`src/include/rli_pkg.sv`:
```
// Constants, register map and lock state type of the locked indirect access bridge.
// Assumes a byte-wide special function register bus on the system clock.
package rli_pkg;

  // ----------------------------------------
  // Register offsets
  // ----------------------------------------
  localparam logic [7:0] ADR_OFFSET = 8'h00_AC;
  localparam logic [7:0] DAT_OFFSET = 8'h00_AD;
  localparam logic [7:0] KEY_OFFSET = 8'h00_AE;

  // ----------------------------------------
  // Address register fields and reset values
  // ----------------------------------------
  localparam int BUSY_BIT = 7;
  localparam int FOLLOW_BIT = 6;
  localparam int UNUSED_BIT = 5;
  localparam int SHORT_BIT = 4;
  localparam logic RST_SHORT = 1'b1;
  localparam logic RST_FOLLOW = 1'b0;
  localparam logic [3:0] RST_ADDR = 4'h0;
  localparam logic [7:0] RST_DATA = 8'h00;

  // ----------------------------------------
  // Key codes and status codes
  // ----------------------------------------
  localparam logic [7:0] KEY_FIRST = 8'h00_A5;
  localparam logic [7:0] KEY_SECOND = 8'h00_F1;
  localparam logic [7:0] CODE_LOCKED = 8'h00_00;
  localparam logic [7:0] CODE_FIRST = 8'h00_01;
  localparam logic [7:0] CODE_UNLOCKED = 8'h00_02;
  localparam logic [7:0] CODE_DISABLED = 8'h00_03;

  // ----------------------------------------
  // Internal address ranges that auto-increment
  // ----------------------------------------
  localparam logic [3:0] SNAP_FIRST = 4'h0;
  localparam logic [3:0] SNAP_LAST = 4'h3;
  localparam logic [3:0] WAKE_FIRST = 4'h8;
  localparam logic [3:0] WAKE_LAST = 4'hB;

  // ----------------------------------------
  // Access lengths in system clock cycles
  // ----------------------------------------
  localparam int ACC_NORMAL = 7;
  localparam int ACC_SHORT = 6;

  typedef enum logic [1:0] {
    LS_LOCKED = 2'b00,
    LS_FIRST = 2'b01,
    LS_UNLOCKED = 2'b11,
    LS_DISABLED = 2'b10
  } rli_lock_t;

endpackage

```
`src/design/rli_locked_indirect.sv`:
```
// Lock and key gate plus address and control logic for indirect access to clock registers.
// Assumes the internal registers sit on the same clock and answer within one access.
`timescale 1ns/100ps

// Functional notes
// - Lock register read returns state code 0 locked,1 first key,2 unlocked,3 disabled.
// - Writing first then second key while locked unlocks the interface.
// - After first key, any lock register write other than second key disables the interface.
// - Any lock register write while unlocked returns to locked.
// - Disabled state ignores all lock writes until system reset.
// - Address bit 7 shows busy; writing 1 starts an indirect read.
// - Address bit 6 enables automatic follow-on reads.
// - Address bit 5 reads zero and ignores writes.
// - Address bit 4 selects the shortened access strobe.
// - Low four address bits select the internal target register.
// - Address increments after each access to snapshot or wake match bytes.
// - Data register write while unlocked starts an indirect write.
// - Access lasts seven cycles, six with short strobe; short enabled after reset.
// - Indirect access attempt while locked disables the interface until reset.
// - With follow-on reads enabled, each data read while unlocked and not busy starts the next read.
module rli_locked_indirect #(
  parameter int ACC_NORMAL = rli_pkg::ACC_NORMAL,
  parameter int ACC_SHORT = rli_pkg::ACC_SHORT
) (
  // Clock and reset
  input wire logic core_clk,
  input wire logic sys_rst,
  // Special function register bus
  input wire logic [7:0] sfrAddr,
  input wire logic sfrWrEn,
  input wire logic sfrRdEn,
  input wire logic [7:0] sfrWrData,
  output logic [7:0] sfrRdData,
  // Internal clock register side
  output logic [3:0] rtcAddr,
  output logic rtcStrobe,
  output logic rtcWrite,
  output logic [7:0] rtcWrData,
  input wire logic [7:0] rtcRdData
);

  // ----------------------------------------
  // State
  // ----------------------------------------
  rli_pkg::rli_lock_t lockState_ff;
  rli_pkg::rli_lock_t nxt_lockState;
  logic busy_ff;
  logic accWrite_ff;
  logic accShort_ff;
  logic [2:0] accCnt_ff;
  logic followOn_ff;
  logic shortSel_ff;
  logic [3:0] addr_ff;
  logic [7:0] data_ff;
  logic [7:0] sfrRdData_ff;

  // ----------------------------------------
  // Decode
  // ----------------------------------------
  wire keyWr = sfrWrEn && (sfrAddr == rli_pkg::KEY_OFFSET);
  wire adrWr = sfrWrEn && (sfrAddr == rli_pkg::ADR_OFFSET);
  wire datWr = sfrWrEn && (sfrAddr == rli_pkg::DAT_OFFSET);
  wire keyRd = sfrRdEn && (sfrAddr == rli_pkg::KEY_OFFSET);
  wire adrRd = sfrRdEn && (sfrAddr == rli_pkg::ADR_OFFSET);
  wire datRd = sfrRdEn && (sfrAddr == rli_pkg::DAT_OFFSET);
  wire unlocked = lockState_ff == rli_pkg::LS_UNLOCKED;
  wire rdStartReq = adrWr && sfrWrData[rli_pkg::BUSY_BIT];
  wire autoRdReq = datRd && followOn_ff;
  // Software must poll busy; requests during an access are dropped, not queued.
  wire startRd = unlocked && !busy_ff && (rdStartReq || autoRdReq);
  wire startWr = unlocked && !busy_ff && datWr;
  wire startAcc = startRd || startWr;
  wire lockedAttempt = !unlocked && (rdStartReq || datWr);
  wire cfgWr = unlocked && !busy_ff && adrWr;
  wire accDone = busy_ff && (accCnt_ff == 3'd0);
  wire inSnap = (addr_ff >= rli_pkg::SNAP_FIRST) && (addr_ff <= rli_pkg::SNAP_LAST);
  wire inWake = (addr_ff >= rli_pkg::WAKE_FIRST) && (addr_ff <= rli_pkg::WAKE_LAST);
  wire [2:0] accLoad = shortSel_ff ? 3'(ACC_SHORT - 1) : 3'(ACC_NORMAL - 1);

  wire [7:0] stateCode =
    (lockState_ff == rli_pkg::LS_FIRST) ? rli_pkg::CODE_FIRST :
    (lockState_ff == rli_pkg::LS_UNLOCKED) ? rli_pkg::CODE_UNLOCKED :
    (lockState_ff == rli_pkg::LS_DISABLED) ? rli_pkg::CODE_DISABLED :
    rli_pkg::CODE_LOCKED;
  wire [7:0] adrView = {busy_ff, followOn_ff, 1'b0, shortSel_ff, addr_ff};
  wire [7:0] rdMux =
    keyRd ? stateCode :
    adrRd ? (unlocked ? adrView : 8'h00) :
    datRd ? (unlocked ? data_ff : 8'h00) :
    8'h00;

  // ----------------------------------------
  // Lock and key machine
  // ----------------------------------------
  always_comb begin
    nxt_lockState = lockState_ff;
    case (lockState_ff)
      rli_pkg::LS_LOCKED: begin
        if (lockedAttempt) begin
          nxt_lockState = rli_pkg::LS_DISABLED;
        end else if (keyWr) begin
          nxt_lockState = (sfrWrData == rli_pkg::KEY_FIRST) ? rli_pkg::LS_FIRST :
                          rli_pkg::LS_DISABLED;
        end
      end
      rli_pkg::LS_FIRST: begin
        if (lockedAttempt) begin
          nxt_lockState = rli_pkg::LS_DISABLED;
        end else if (keyWr) begin
          nxt_lockState = (sfrWrData == rli_pkg::KEY_SECOND) ? rli_pkg::LS_UNLOCKED :
                          rli_pkg::LS_DISABLED;
        end
      end
      rli_pkg::LS_UNLOCKED: begin
        if (keyWr) begin
          nxt_lockState = rli_pkg::LS_LOCKED;
        end
      end
      rli_pkg::LS_DISABLED: begin
        nxt_lockState = rli_pkg::LS_DISABLED;
      end
      default: begin
        nxt_lockState = rli_pkg::LS_DISABLED;
      end
    endcase
  end

  always_ff @(posedge core_clk) begin
    if (sys_rst) begin
      lockState_ff <= rli_pkg::LS_LOCKED;
    end else begin
      lockState_ff <= nxt_lockState;
    end
  end

  // ----------------------------------------
  // Access sequencer
  // ----------------------------------------
  // access length
  always_ff @(posedge core_clk) begin
    if (sys_rst) begin
      busy_ff <= 1'b0;
      accCnt_ff <= 3'd0;
      accWrite_ff <= 1'b0;
      accShort_ff <= 1'b0;
    end else if (startAcc) begin
      busy_ff <= 1'b1;
      accCnt_ff <= accLoad;
      accWrite_ff <= startWr;
      accShort_ff <= shortSel_ff;
    end else if (accDone) begin
      busy_ff <= 1'b0;
    end else if (busy_ff) begin
      accCnt_ff <= accCnt_ff - 3'd1;
    end
  end

  // ----------------------------------------
  // Address and control register
  // ----------------------------------------
  always_ff @(posedge core_clk) begin
    if (sys_rst) begin
      followOn_ff <= rli_pkg::RST_FOLLOW;
      shortSel_ff <= rli_pkg::RST_SHORT;
      addr_ff <= rli_pkg::RST_ADDR;
    end else if (cfgWr) begin
      followOn_ff <= sfrWrData[rli_pkg::FOLLOW_BIT];
      shortSel_ff <= sfrWrData[rli_pkg::SHORT_BIT];
      addr_ff <= sfrWrData[3:0];
    end else if (accDone && (inSnap || inWake)) begin
      addr_ff <= addr_ff + 4'd1;
    end
  end

  // ----------------------------------------
  // Data register and read port
  // ----------------------------------------
  always_ff @(posedge core_clk) begin
    if (sys_rst) begin
      data_ff <= rli_pkg::RST_DATA;
      sfrRdData_ff <= 8'h00;
    end else begin
      sfrRdData_ff <= rdMux;
      if (startWr) begin
        data_ff <= sfrWrData;
      end else if (accDone && !accWrite_ff) begin
        data_ff <= rtcRdData;
      end
    end
  end

  assign sfrRdData = sfrRdData_ff;
  assign rtcAddr = addr_ff;
  assign rtcStrobe = busy_ff;
  assign rtcWrite = accWrite_ff;
  assign rtcWrData = data_ff;
endmodule

```
`config.mk`:
```
export PLATFORM = sky130hd
export DESIGN_NAME = rli_locked_indirect
export DESIGN_NICKNAME = d
export VERILOG_FILES = /design/src/include/rli_pkg.sv /design/src/design/rli_locked_indirect.sv
export SDC_FILE = /design/constraint.sdc
export NUM_CORES = 1
export LEC_CHECK = 0
export BUFFER_PORTS_ARGS = -buffer_cell sky130_fd_sc_hd__buf_2
export CAP_MARGIN = 10
export CORE_MARGIN = 4
export CORE_UTILIZATION = 52
export CTS_BUF_LIST = sky130_fd_sc_hd__clkbuf_4 sky130_fd_sc_hd__clkbuf_8
export DETAILED_ROUTE_END_ITERATION = 8
export PLACE_DENSITY = 0.86
export SLEW_MARGIN = 0
export SYNTH_ARGS = -nofsm -noshare
export SYNTH_HDL_FRONTEND = slang
export SYNTH_SLANG_ARGS = --single-unit
```
`constraint.sdc`:
```
create_clock -name core_clk -period 1.9 [get_ports core_clk]
set_input_delay 0.19 -clock core_clk [delete_from_list [all_inputs] [get_ports core_clk]]
set_output_delay 0.19 -clock core_clk [all_outputs]
set_load 0.01 [all_outputs]
```
==> results of run 1 <==
## cells by family after synthesis
logic type,after synthesis,synth area share
XOR/XNOR,2,0.0110
adder cells (fa/ha/maj),8,0.0630
buffers and inverters,13,0.0433
multiplexers,16,0.101
AND/OR/NAND/NOR,65,0.243
flip-flops,29,0.365
AO/OA/AOI/OAI,38,0.174
## area by class of cell
type	count	area [um2]
sequential	29	581
fill	234	933
clock buffer	6	45.0
multi-input combinational	129	946
timing repair buffer	50	253
inverter	6	22.5
tap	31	38.8
clock inverter	2	10.0
## critical path: stages (launching register included)
cell and delay [ns]:
dfxtp_1 0.40, inv_1 0.10, ha_1 0.20, nor3_1 0.30, a41oi_4 0.07, or3_1 0.42
a211oi_2 0.21
## path summary, 6_finish.rpt
kind,start,endpoint,cells past startpoint
worst max register to register,lockState_ff[0],lockState_ff[0],6
worst min register to register,rtcWrData[5],sfrRdData[5],2
worst min-delay path,sfrWrData[3],rtcAddr[3],3
worst max-delay path,lockState_ff[0],lockState_ff[0],6
## registers in the layout (all words and copies together), names as in the netlist
name	count
shortSel_ff	1
rtcAddr	4
rtcWrite	1
accCnt_ff	3
rtcStrobe	1
sfrRdData	8
rtcWrData	8
followOn_ff	1
lockState_ff	2
## synthesized netlist by cell type, types with 2 or more instances
master	number
a21oi_1	11
nor2_1	26
and3b_1	2
dfxtp_1	29
mux2i_1	16
and4b_1	2
nand3_1	3
buf_2	3
xnor2_1	2
nand3b_1	4
inv_1	6
o21ai_0	6
nand2_1	7
a211oi_1	12
or3_1	2
ha_1	8
nor3_1	4
nor4bb_1	3
## per-stage QoR
stage	instance area, um2	setup slack, ns	instances	hold WS [ns]
6_report	1900	0.138	253	0.127
5_1_grt	1900	0.0281	253	0.129
3_3_place_gp	1830	0.227	245	0.435
3_5_place_dp	1830	0.161	245	0.442
4_1_cts	1890	0.139	253	0.118
2_1_floorplan	1590	0.227	171	0.284
## metal layers
| layer | vias up | wire length [um] | global-route usage |
|---|---|---|---|
| li1 | 728 | - | - |
| met1 | 680 | 1570 | 0.251 |
| met2 | 41 | 1900 | 0.345 |
| met3 | 8 | 240 | 0.0657 |
| met4 | 0 | 73 | 0.0943 |
| met5 | - | 0 | 0 |
## power by group
part	switching, mW	internal [mW]	leakage, nW
clock network	0.219	0.155	0.0354
registers	0.00300	0.610	0.234
logic	0.0605	0.0506	0.573
total	0.282	0.815	0.842
==> impl_results.rst, run 1 <==
.. list-table::
   :header-rows: 1

   * - Metric
     - Value
   * - Crit path launch type
     - flip-flop
   * - Worst path required time
     - 2.16 ns
   * - Number of vias after detailed routing
     - 1457
   * - Largest net degree at the start of global routing
     - 23
   * - Peak supply drop
     - 436 uV
   * - Power per unit of standard cell area
     - 579 nW/um2
   * - Kind of path behind the tightest hold check
     - primary input to flip-flop
   * - Distinct cells, synth
     - 43
   * - Synthesis-stage register bit count
     - 29
   * - Maximum clock frequency
     - 568 MHz
   * - Critical Path Fanout Max
     - 4
   * - Syn avg cell area
     - between 9 and 10 um2
   * - Worst slew margin relative to its limit
     - 0.708
   * - Crit path DAT
     - ~2.0 ns
   * - Clock sinks
     - 29
   * - Leading cell types by total area after synthesis
     - dfxtp_1 37%, mux2i_1 10%, ha_1 6.3%
   * - Residual antenna-violating net count after detailed routing
     - 0
   * - Fraction of final layout cells sized beyond drive strength 1
     - 0.306
   * - Async set-or-reset flop fraction in the synthesized netlist
     - 0
   * - Share of synthesized area occupied by flip-flops and latches
     - 0.365
   * - Routed wire length
     - 3790 um
   * - H-tree depth reported by CTS
     - 2
   * - Starting DRT DRC Count
     - 53
   * - Port bufs
     - 49
   * - Sum of overflow across all layers after global routing
     - 0
   * - Net count after synthesis
     - between 200 and 250
   * - Fraction of synthesized cell area taken by the top area cell type
     - 0.365
   * - Unrepaired setup endpoints after global routing
     - false
   * - Total negative slack for setup checks
     - 0 ns
   * - Status
     - complete, no violations
   * - Crit path kind
     - flip-flop to flip-flop
   * - Global-route wire length before repair
     - roughly 6600 um
   * - Placeable Area
     - 2830 um2
   * - Post_cts resized
     - 0
   * - Initial cell density of the core
     - 0.562
   * - Crit share post-route
     - 0.927
   * - Cts bufs inserted
     - 5
   * - Core Rows
     - 19
   * - Number of antenna violations at the first check in global routing
     - 0
   * - Die X-Extent
     - around 63 um
   * - Final antenna diode count
     - 0
   * - Kind of end point of the critical path
     - flip-flop
   * - Placed wire-length estimate after detailed placement
     - between 2000 and 3000 um
   * - Buffer levels on the longest clock path
     - 2
   * - Count of mapped cells out of synthesis
     - ~170
   * - Number of warning messages in the yosys log
     - 0
   * - Buffers inserted by post-CTS timing repair
     - 0
   * - Total standard cell area after synthesis
     - 1590 um2
   * - GRT Resource Usage Total
     - 0.210
   * - Post-route clock skew
     - 0.00540 ns
   * - Number of ports placed on the die boundary
     - 50
   * - Hold-fix buffer count after cts
     - 0
   * - Clock transition at the registers of the reported paths
     - 0.09 ns
   * - Remaining design rule violation count
     - 0
   * - Cell type contributing the most total cell area after synthesis
     - dfxtp_1
   * - Final slew viol count
     - 0
   * - Clock latency reported for the late side of the worst-skew pair
     - 0.33 ns
   * - Iteration count of the initial detailed-routing pass
     - 4
   * - Commonest non-fill, non-tap cell in the layout
     - buf_2
   * - Clock period minus worst slack
     - 1.76 ns
   * - Final estimated routing congestion in global placement
     - 0.793
   * - PnR Total Power
     - about 1.1 mW
   * - Number of global-route vias before repair
     - 1406
   * - Count of maximum capacitance violations
     - 0
   * - Routed wire per std cell
     - around 15 um
   * - EDFF count, synth
     - 0
   * - CTS tree
     - built
   * - DIE HEIGHT
     - between 60 and 70 um
   * - Reg2reg setup slack
     - 0.14 ns
   * - Vias per cell
     - about 5.8
   * - Primary flip-flop cell chosen by synthesis mapping
     - dfxtp_1
   * - Transition time at the pin with the least slew margin
     - around 0.43 ns
   * - Final setup violation count
     - 0
   * - Leakage power figure
     - 0.842 nW
   * - Die Area
     - 4000 um2
   * - Final Util
     - 0.670
   * - Number of nets in the finished design
     - 257
   * - Synthesis-to-finish area growth
     - 19.3%
   * - Highest-count cells in the layout ignoring fill and taps
     - 49 x buf_2, 29 x dfxtp_1, 26 x nor2_1
   * - Final Hold Vio Count
     - 0
   * - Clock Root Buffer
     - clkbuf_4
Note: power is estimated with default switching activity, not from simulation.
==> run 2, diff against run 1 <==
Settings changed: CORE_MARGIN 4 to default, GPL_TIMING_DRIVEN from default to 0.
==> impl_results.rst, run 2 (synthesis results as in run 1) <==
.. list-table::
   :header-rows: 1

   * - Metric
     - Value
   * - DIE HEIGHT
     - 57.3 um (-9.5%)
   * - Global-route wire length before repair
     - 6110 um (-6.9%)
   * - Transition time at the pin with the least slew margin
     - 0.485 ns (+0.0508 ns)
   * - Clock transition at the registers of the reported paths
     - 0.09 ns (about the same)
   * - Total non-filler cell area in the finished layout
     - 1960 um2 (+3.2%)
   * - Worst slew margin relative to its limit
     - 0.677 (-0.0308)
   * - Worst path bufs/invs
     - 1 (unchanged)
   * - Starting DRT DRC Count
     - 35 (-34%)
   * - Family with the most delay on the worst path
     - simple AND/OR/NAND/NOR gates
   * - GRT Resource Usage Total
     - 0.247 (+0.0371)
   * - Number of vias after detailed routing
     - 1489 (+2.2%)
   * - Number of nets in the finished design
     - 263 (+2.3%)
   * - Placeable Area
     - 2830 um2 (unchanged)
   * - Crit path DAT
     - 2.08 ns (+0.06 ns)
   * - Clock sinks
     - 29 (unchanged)
   * - Placed wire-length estimate after detailed placement
     - 2770 um (-4.0%)
   * - Final Hold Vio Count
     - 0 (unchanged)
   * - Vias per cell
     - 5.75 (-0.17%)
   * - H-tree depth reported by CTS
     - 2 (unchanged)
   * - Final std cells w/o fill
     - 259 (+2.4%)
   * - Crit share post-route
     - 0.956 (+0.0292)
   * - Clock latency reported for the late side of the worst-skew pair
     - 0.34 ns (about the same)
   * - Number of filler cells placed in the layout
     - 245 (+4.7%)
   * - Largest net degree at the start of global routing
     - 11 (-52%)
   * - Cts bufs inserted
     - 5 (unchanged)
   * - Buffers inserted by post-CTS timing repair
     - 0 (unchanged)
   * - Commonest non-fill, non-tap cell in the layout
     - buf_2
   * - Cell with the largest stage delay on the worst path
     - dfxtp_1
   * - Cell Chain, Critical Path
     - inv_1 -> ha_1 -> nor4bb_2 -> a21oi_1 -> or3_1 -> a211oi_2
   * - Highest-count cells in the layout ignoring fill and taps
     - 52 x buf_2, 28 x dfxtp_1, 26 x nor2_1
   * - Post-route clock skew
     - 0.00527 ns (-0.000135 ns)
   * - Post_cts resized
     - 0 (unchanged)
   * - Number of cells on the worst hold path
     - 2 (-1)
   * - Initial cell density of the core
     - 0.562 (unchanged)
   * - Leakage power figure
     - 0.875 nW (+3.9%)
   * - Synthesis-to-finish area growth
     - 23.1%
   * - Iteration count of the initial detailed-routing pass
     - 4 (unchanged)
   * - Critical Path Fanout Max
     - 4 (unchanged)
   * - Final antenna diode count
     - 0 (unchanged)
   * - Buffer levels on the longest clock path
     - 2 (unchanged)
   * - Worst path required time
     - 2.17 ns (about the same)
   * - Clock period minus worst slack
     - 1.82 ns (+0.0555 ns)
   * - Number of global-route vias before repair
     - 1343 (-4.5%)
   * - Port bufs
     - 49 (unchanged)
   * - Die X-Extent
     - 57.3 um (-9.5%)
   * - CTS tree
     - built
   * - Min-Delay Startpoint
     - sys_rst
   * - Worst-case reg-to-reg path depth
     - 6 (unchanged)
   * - Remaining design rule violation count
     - 0 (unchanged)
   * - Kind of path behind the tightest hold check
     - primary input to flip-flop
   * - Final estimated routing congestion in global placement
     - 0.855 (+7.8%)
   * - Residual antenna-violating net count after detailed routing
     - 0 (unchanged)
   * - Hold-fix buffer count after cts
     - 0 (unchanged)
   * - Biggest cell delay along the critical path
     - 0.36 ns (-0.06 ns)
   * - Routed wire per std cell
     - 14.6 um (-2.2%)
   * - Die Area
     - 3280 um2 (-18%)
   * - Cell area reported after detailed placement
     - 1870 um2 (+2.1%)
   * - Peak supply drop
     - 560 uV (+28%)
   * - Worst Setup SP
     - lockState_ff[1]
   * - Count of maximum capacitance violations
     - 0 (unchanged)
   * - Clock Root Buffer
     - clkbuf_4
   * - # placed instances
     - 251 (+2.4%)
   * - Kind of end point of the critical path
     - flip-flop
   * - Sum of overflow across all layers after global routing
     - 0 (unchanged)
   * - Power per unit of standard cell area
     - 573 nW/um2 (-1.1%)
   * - Core Rows
     - 19 (unchanged)
   * - Routed wire length
     - 3790 um (+0.16%)
   * - Number of antenna violations at the first check in global routing
     - 0 (unchanged)
   * - Fraction of final layout cells sized beyond drive strength 1
     - 0.329 (+0.0226)
   * - Crit path launch type
     - flip-flop
   * - Status
     - complete, no violations
   * - PnR Total Power
     - 1.12 mW (+2.0%)
   * - Beginning of the worst register-to-register path
     - lockState_ff[1]
   * - Final setup violation count
     - 0 (unchanged)
   * - Crit path kind
     - flip-flop to flip-flop
   * - Final slew viol count
     - 0 (unchanged)
   * - Maximum clock frequency
     - 550 MHz (-3.1%)
   * - WP depth
     - 6 (unchanged)
   * - Number of ports placed on the die boundary
     - 50 (unchanged)
-- run 2: changes by cell type in the layout (fill, tap and decap cells not counted), sizes merged --
cell         change
clkbuf           +1
dlygate4sd1      +1
buf              +4
-- run 2: worst paths after layout --
path         slack [ns]              end
max                0.08  lockState_ff[0]
max reg2reg        0.08  lockState_ff[0]
min                0.09      shortSel_ff
min reg2reg        0.46     sfrRdData[5]
-- run 2: through the flow --
| step | utilization | setup WS, ns | hold WS, ns | setup TNS [ns] |
|---|---|---|---|---|
| 2_1_floorplan | - | 0.227 | 0.284 | 0 |
| 3_3_place_gp | 0.662 | 0.152 | 0.433 | 0 |
| 3_5_place_dp | 0.662 | 0.144 | 0.441 | 0 |
| 4_1_cts | 0.682 | 0.101 | 0.0923 | 0 |
| 5_1_grt | 0.691 | -0.00846 | 0.101 | -0.00846 |
| 6_report | 0.691 | 0.0827 | 0.0913 | 0 |
-- run 2: layout make-up --
| cell class | count | area, um2 | share of cell area |
|---|---|---|---|
| multi-input cells | 129 | 966 | 0.494 |
| flip-flops and latches | 29 | 582 | 0.298 |
| well taps | 31 | 38.8 | 0.0198 |
| clock buffers | 6 | 45.0 | 0.0230 |
| inverters | 6 | 22.5 | 0.0115 |
| plain buffers | 7 | 46.3 | 0.0237 |
| clock inverters | 2 | 10.0 | 0.00512 |
| repair buffers | 49 | 245 | 0.125 |
-- run 2: routing by layer --
metal  wire, um  track usage
met1       1650        0.304
met2       1870        0.408
met3        196       0.0544
met4         73        0.125
met5          0            0
-- run 2: where the power goes --
part	switching (mW)	total, mW	leakage, nW	internal (mW)
clock	0.230	0.385	0.0354	0.155
sequential	0.00329	0.613	0.234	0.610
combinational	0.0657	0.121	0.606	0.0557
-- run 2: worst reg2reg max path: stages, from the launching register on --
cell,delay (ns)
dfxtp_1,0.36
inv_1,0.13
ha_1,0.28
nor4bb_2,0.34
a21oi_1,0.09
or3_1,0.34
a211oi_2,0.21
==> run 3, diff against run 2 <==
Settings changed: BUFFER_PORTS_ARGS -buffer_cell sky130_fd_sc_hd__buf_2 to default, CORE_UTILIZATION 52 to 65, CTS_CLUSTER_DIAMETER from default to 80, DONT_BUFFER_PORTS from default to 1, PLACE_DENSITY 0.86 to 0.8.
==> impl_results.rst, run 3 (synthesis results as in run 1) <==
.. list-table::
   :header-rows: 1

   * - Metric
     - Value
   * - Number of global-route vias before repair
     - 1314 (-2.2%)
   * - Final slew viol count
     - 0 (unchanged)
   * - Unrepaired setup endpoints after global routing
     - false
   * - Placeable Area
     - 2250 um2 (-20%)
   * - Maximum clock frequency
     - 561 MHz (+2.0%)
   * - Status
     - complete, no violations
   * - Final estimated routing congestion in global placement
     - 0.849 (-0.69%)
   * - Number of nets in the finished design
     - 216 (-18%)
   * - Starting DRT DRC Count
     - 10 (-71%)
   * - Reg area
     - 581 um2 (-0.22%)
   * - Worst hold margin
     - 0.0100 ns (-0.0812 ns)
   * - Residual antenna-violating net count after detailed routing
     - 0 (unchanged)
   * - Crit share post-route
     - 0.938 (-0.0188)
   * - Sum of overflow across all layers after global routing
     - 0 (unchanged)
   * - Crit path launch type
     - flip-flop
   * - CTS tree
     - built
   * - Synthesis-to-finish area growth
     - 7.95%
   * - Highest-count cells in the layout ignoring fill and taps
     - 29 x dfxtp_1, 26 x nor2_1, 16 x mux2i_1
   * - Worst Setup Slack, final
     - 0.118 ns (+0.0357 ns)
   * - Kind of path behind the tightest hold check
     - primary input to flip-flop
   * - Final setup violation count
     - 0 (unchanged)
   * - DIE HEIGHT
     - 51.4 um (-10%)
   * - Cts bufs inserted
     - 5 (unchanged)
   * - Crit path DAT
     - 2.01 ns (-0.07 ns)
   * - Remaining design rule violation count
     - 0 (unchanged)
   * - Clock latency reported for the late side of the worst-skew pair
     - 0.33 ns (about the same)
   * - Sequential power share
     - 0.575 (+0.027)
   * - Worst path required time
     - 2.13 ns (-0.04 ns)
   * - Clock Root Buffer
     - clkbuf_4
   * - Commonest non-fill, non-tap cell in the layout
     - dfxtp_1
   * - Peak supply drop
     - 505 uV (-9.9%)
   * - Global-route wire length before repair
     - 5930 um (-2.8%)
   * - Port bufs
     - 0 (-100%)
   * - Setup slack at placement
     - 0.110 ns (-0.0335 ns)
   * - Post-route clock skew
     - 0.00697 ns (+0.00170 ns)
   * - Final Hold Vio Count
     - 0 (unchanged)
   * - Number of ports placed on the die boundary
     - 50 (unchanged)
   * - Clock period minus worst slack
     - 1.78 ns (-0.0357 ns)
   * - Switching power
     - 0.264 mW (-12%)
   * - # placed instances
     - 199 (-21%)
   * - Largest net degree at the start of global routing
     - 11 (unchanged)
   * - Vias per cell
     - 6.27 (+9.1%)
   * - Number of filler cells placed in the layout
     - 180 (-27%)
   * - Buffers inserted by post-CTS timing repair
     - 0 (unchanged)
   * - Clock network power share
     - 0.351 (+0.007)
   * - Gate power share
     - 0.074 (-0.034)
   * - Fraction of final layout cells sized beyond drive strength 1
     - 0.127 (-0.202)
   * - Buffer levels on the longest clock path
     - 2 (unchanged)
   * - Total negative slack for setup checks
     - 0 ns (unchanged)
   * - Die X-Extent
     - 51.4 um (-10%)
   * - Critical Path Fanout Max
     - 10 (+6)
   * - Clock transition at the registers of the reported paths
     - 0.09 ns (about the same)
   * - Die Area
     - 2650 um2 (-19%)
   * - Initial cell density of the core
     - 0.705 (+0.143)
   * - Routed wire length
     - 3750 um (-1.1%)
   * - Routed wire per std cell
     - 17.9 um (+23%)
   * - GRT Resource Usage Total
     - 0.315 (+0.0679)
   * - Final antenna diode count
     - 0 (unchanged)
   * - Final std cells w/o fill
     - 209 (-19%)
   * - Core Rows
     - 17 (-2)
   * - Count of maximum capacitance violations
     - 0 (unchanged)
   * - Power per unit of standard cell area
     - 622 nW/um2 (+8.6%)
   * - Net switching fraction of the power
     - 0.248 (-0.0195)
   * - H-tree depth reported by CTS
     - 2 (unchanged)
   * - Kind of end point of the critical path
     - flip-flop
   * - Number of vias after detailed routing
     - 1311 (-12%)
   * - Worst slew margin relative to its limit
     - 0.679 (+0.00238)
   * - Crit path kind
     - flip-flop to flip-flop
   * - Area occupied by multi-input gates
     - 953 um2 (-1.3%)
   * - Iteration count of the initial detailed-routing pass
     - 6 (+2)
   * - Transition time at the pin with the least slew margin
     - 0.481 ns (-0.00357 ns)
   * - Placed wire-length estimate after detailed placement
     - 2690 um (-2.9%)
   * - Leakage power figure
     - 0.642 nW (-27%)
   * - Internal power
     - 0.802 mW (-2.2%)
   * - Number of antenna violations at the first check in global routing
     - 0 (unchanged)
   * - Clock sinks
     - 29 (unchanged)
## run 3: worst paths after layout
| check | endpoint | from | cells past startpoint | slack (ns) |
|---|---|---|---|---|
| worst max-delay path | shortSel_ff | lockState_ff[1] | 5 | 0.12 |
| worst min-delay path | followOn_ff | sfrWrData[6] | 2 | 0.01 |
| worst max register to register | shortSel_ff | lockState_ff[1] | 5 | 0.12 |
| worst min register to register | accCnt_ff[1] | accCnt_ff[1] | 2 | 0.50 |
## run 3: cell type report
type / instances / share of cell area
flip-flops and latches: 29 / 0.338
multi-input cells: 129 / 0.556
well taps: 28 / 0.0204
inverters: 6 / 0.0131
repair buffers: 2 / 0.0117
clock inverters: 2 / 0.00584
clock buffers: 6 / 0.0263
plain buffers: 7 / 0.0284
## run 3: repair_timing
action,CTS,global route
setup endpoints to repair,0,2
hold buffers,2,0
gates resized for setup,0,3
endpoints found under the hold margin,2,0
## run 3: critical path, stage by stage (launching register included)
cell and delay (ns):
dfxtp_1 0.40, ha_1 0.17, buf_4 0.16, and3b_1 0.26, nand4b_2 0.32, a211o_1 0.38
## run 3: metrics by stage
step | utilization | area, um2 | power, mW
2_1_floorplan | - | 1590 | 0.686
3_3_place_gp | 0.720 | 1620 | 0.697
3_5_place_dp | 0.720 | 1620 | 0.699
4_1_cts | 0.754 | 1700 | 1.07
5_1_grt | 0.761 | 1720 | 1.11
6_report | 0.761 | 1720 | 1.07
## run 3: routing by layer
layer | GRT usage | share of wire
met4 | 0.167 | 0.015
met3 | 0.116 | 0.071
met5 | 0 | 0
met2 | 0.515 | 0.49
met1 | 0.353 | 0.42
## run 3: power by group through the flow
stage / Sequential [mW] / Clock [mW] / Combinational (mW)
floorplan: 0.626 / 0 / 0.0599
global placement: 0.627 / 0 / 0.0702
detailed placement: 0.627 / 0 / 0.0720
CTS: 0.613 / 0.380 / 0.0760
global route: 0.613 / 0.406 / 0.0872
finish: 0.613 / 0.375 / 0.0786
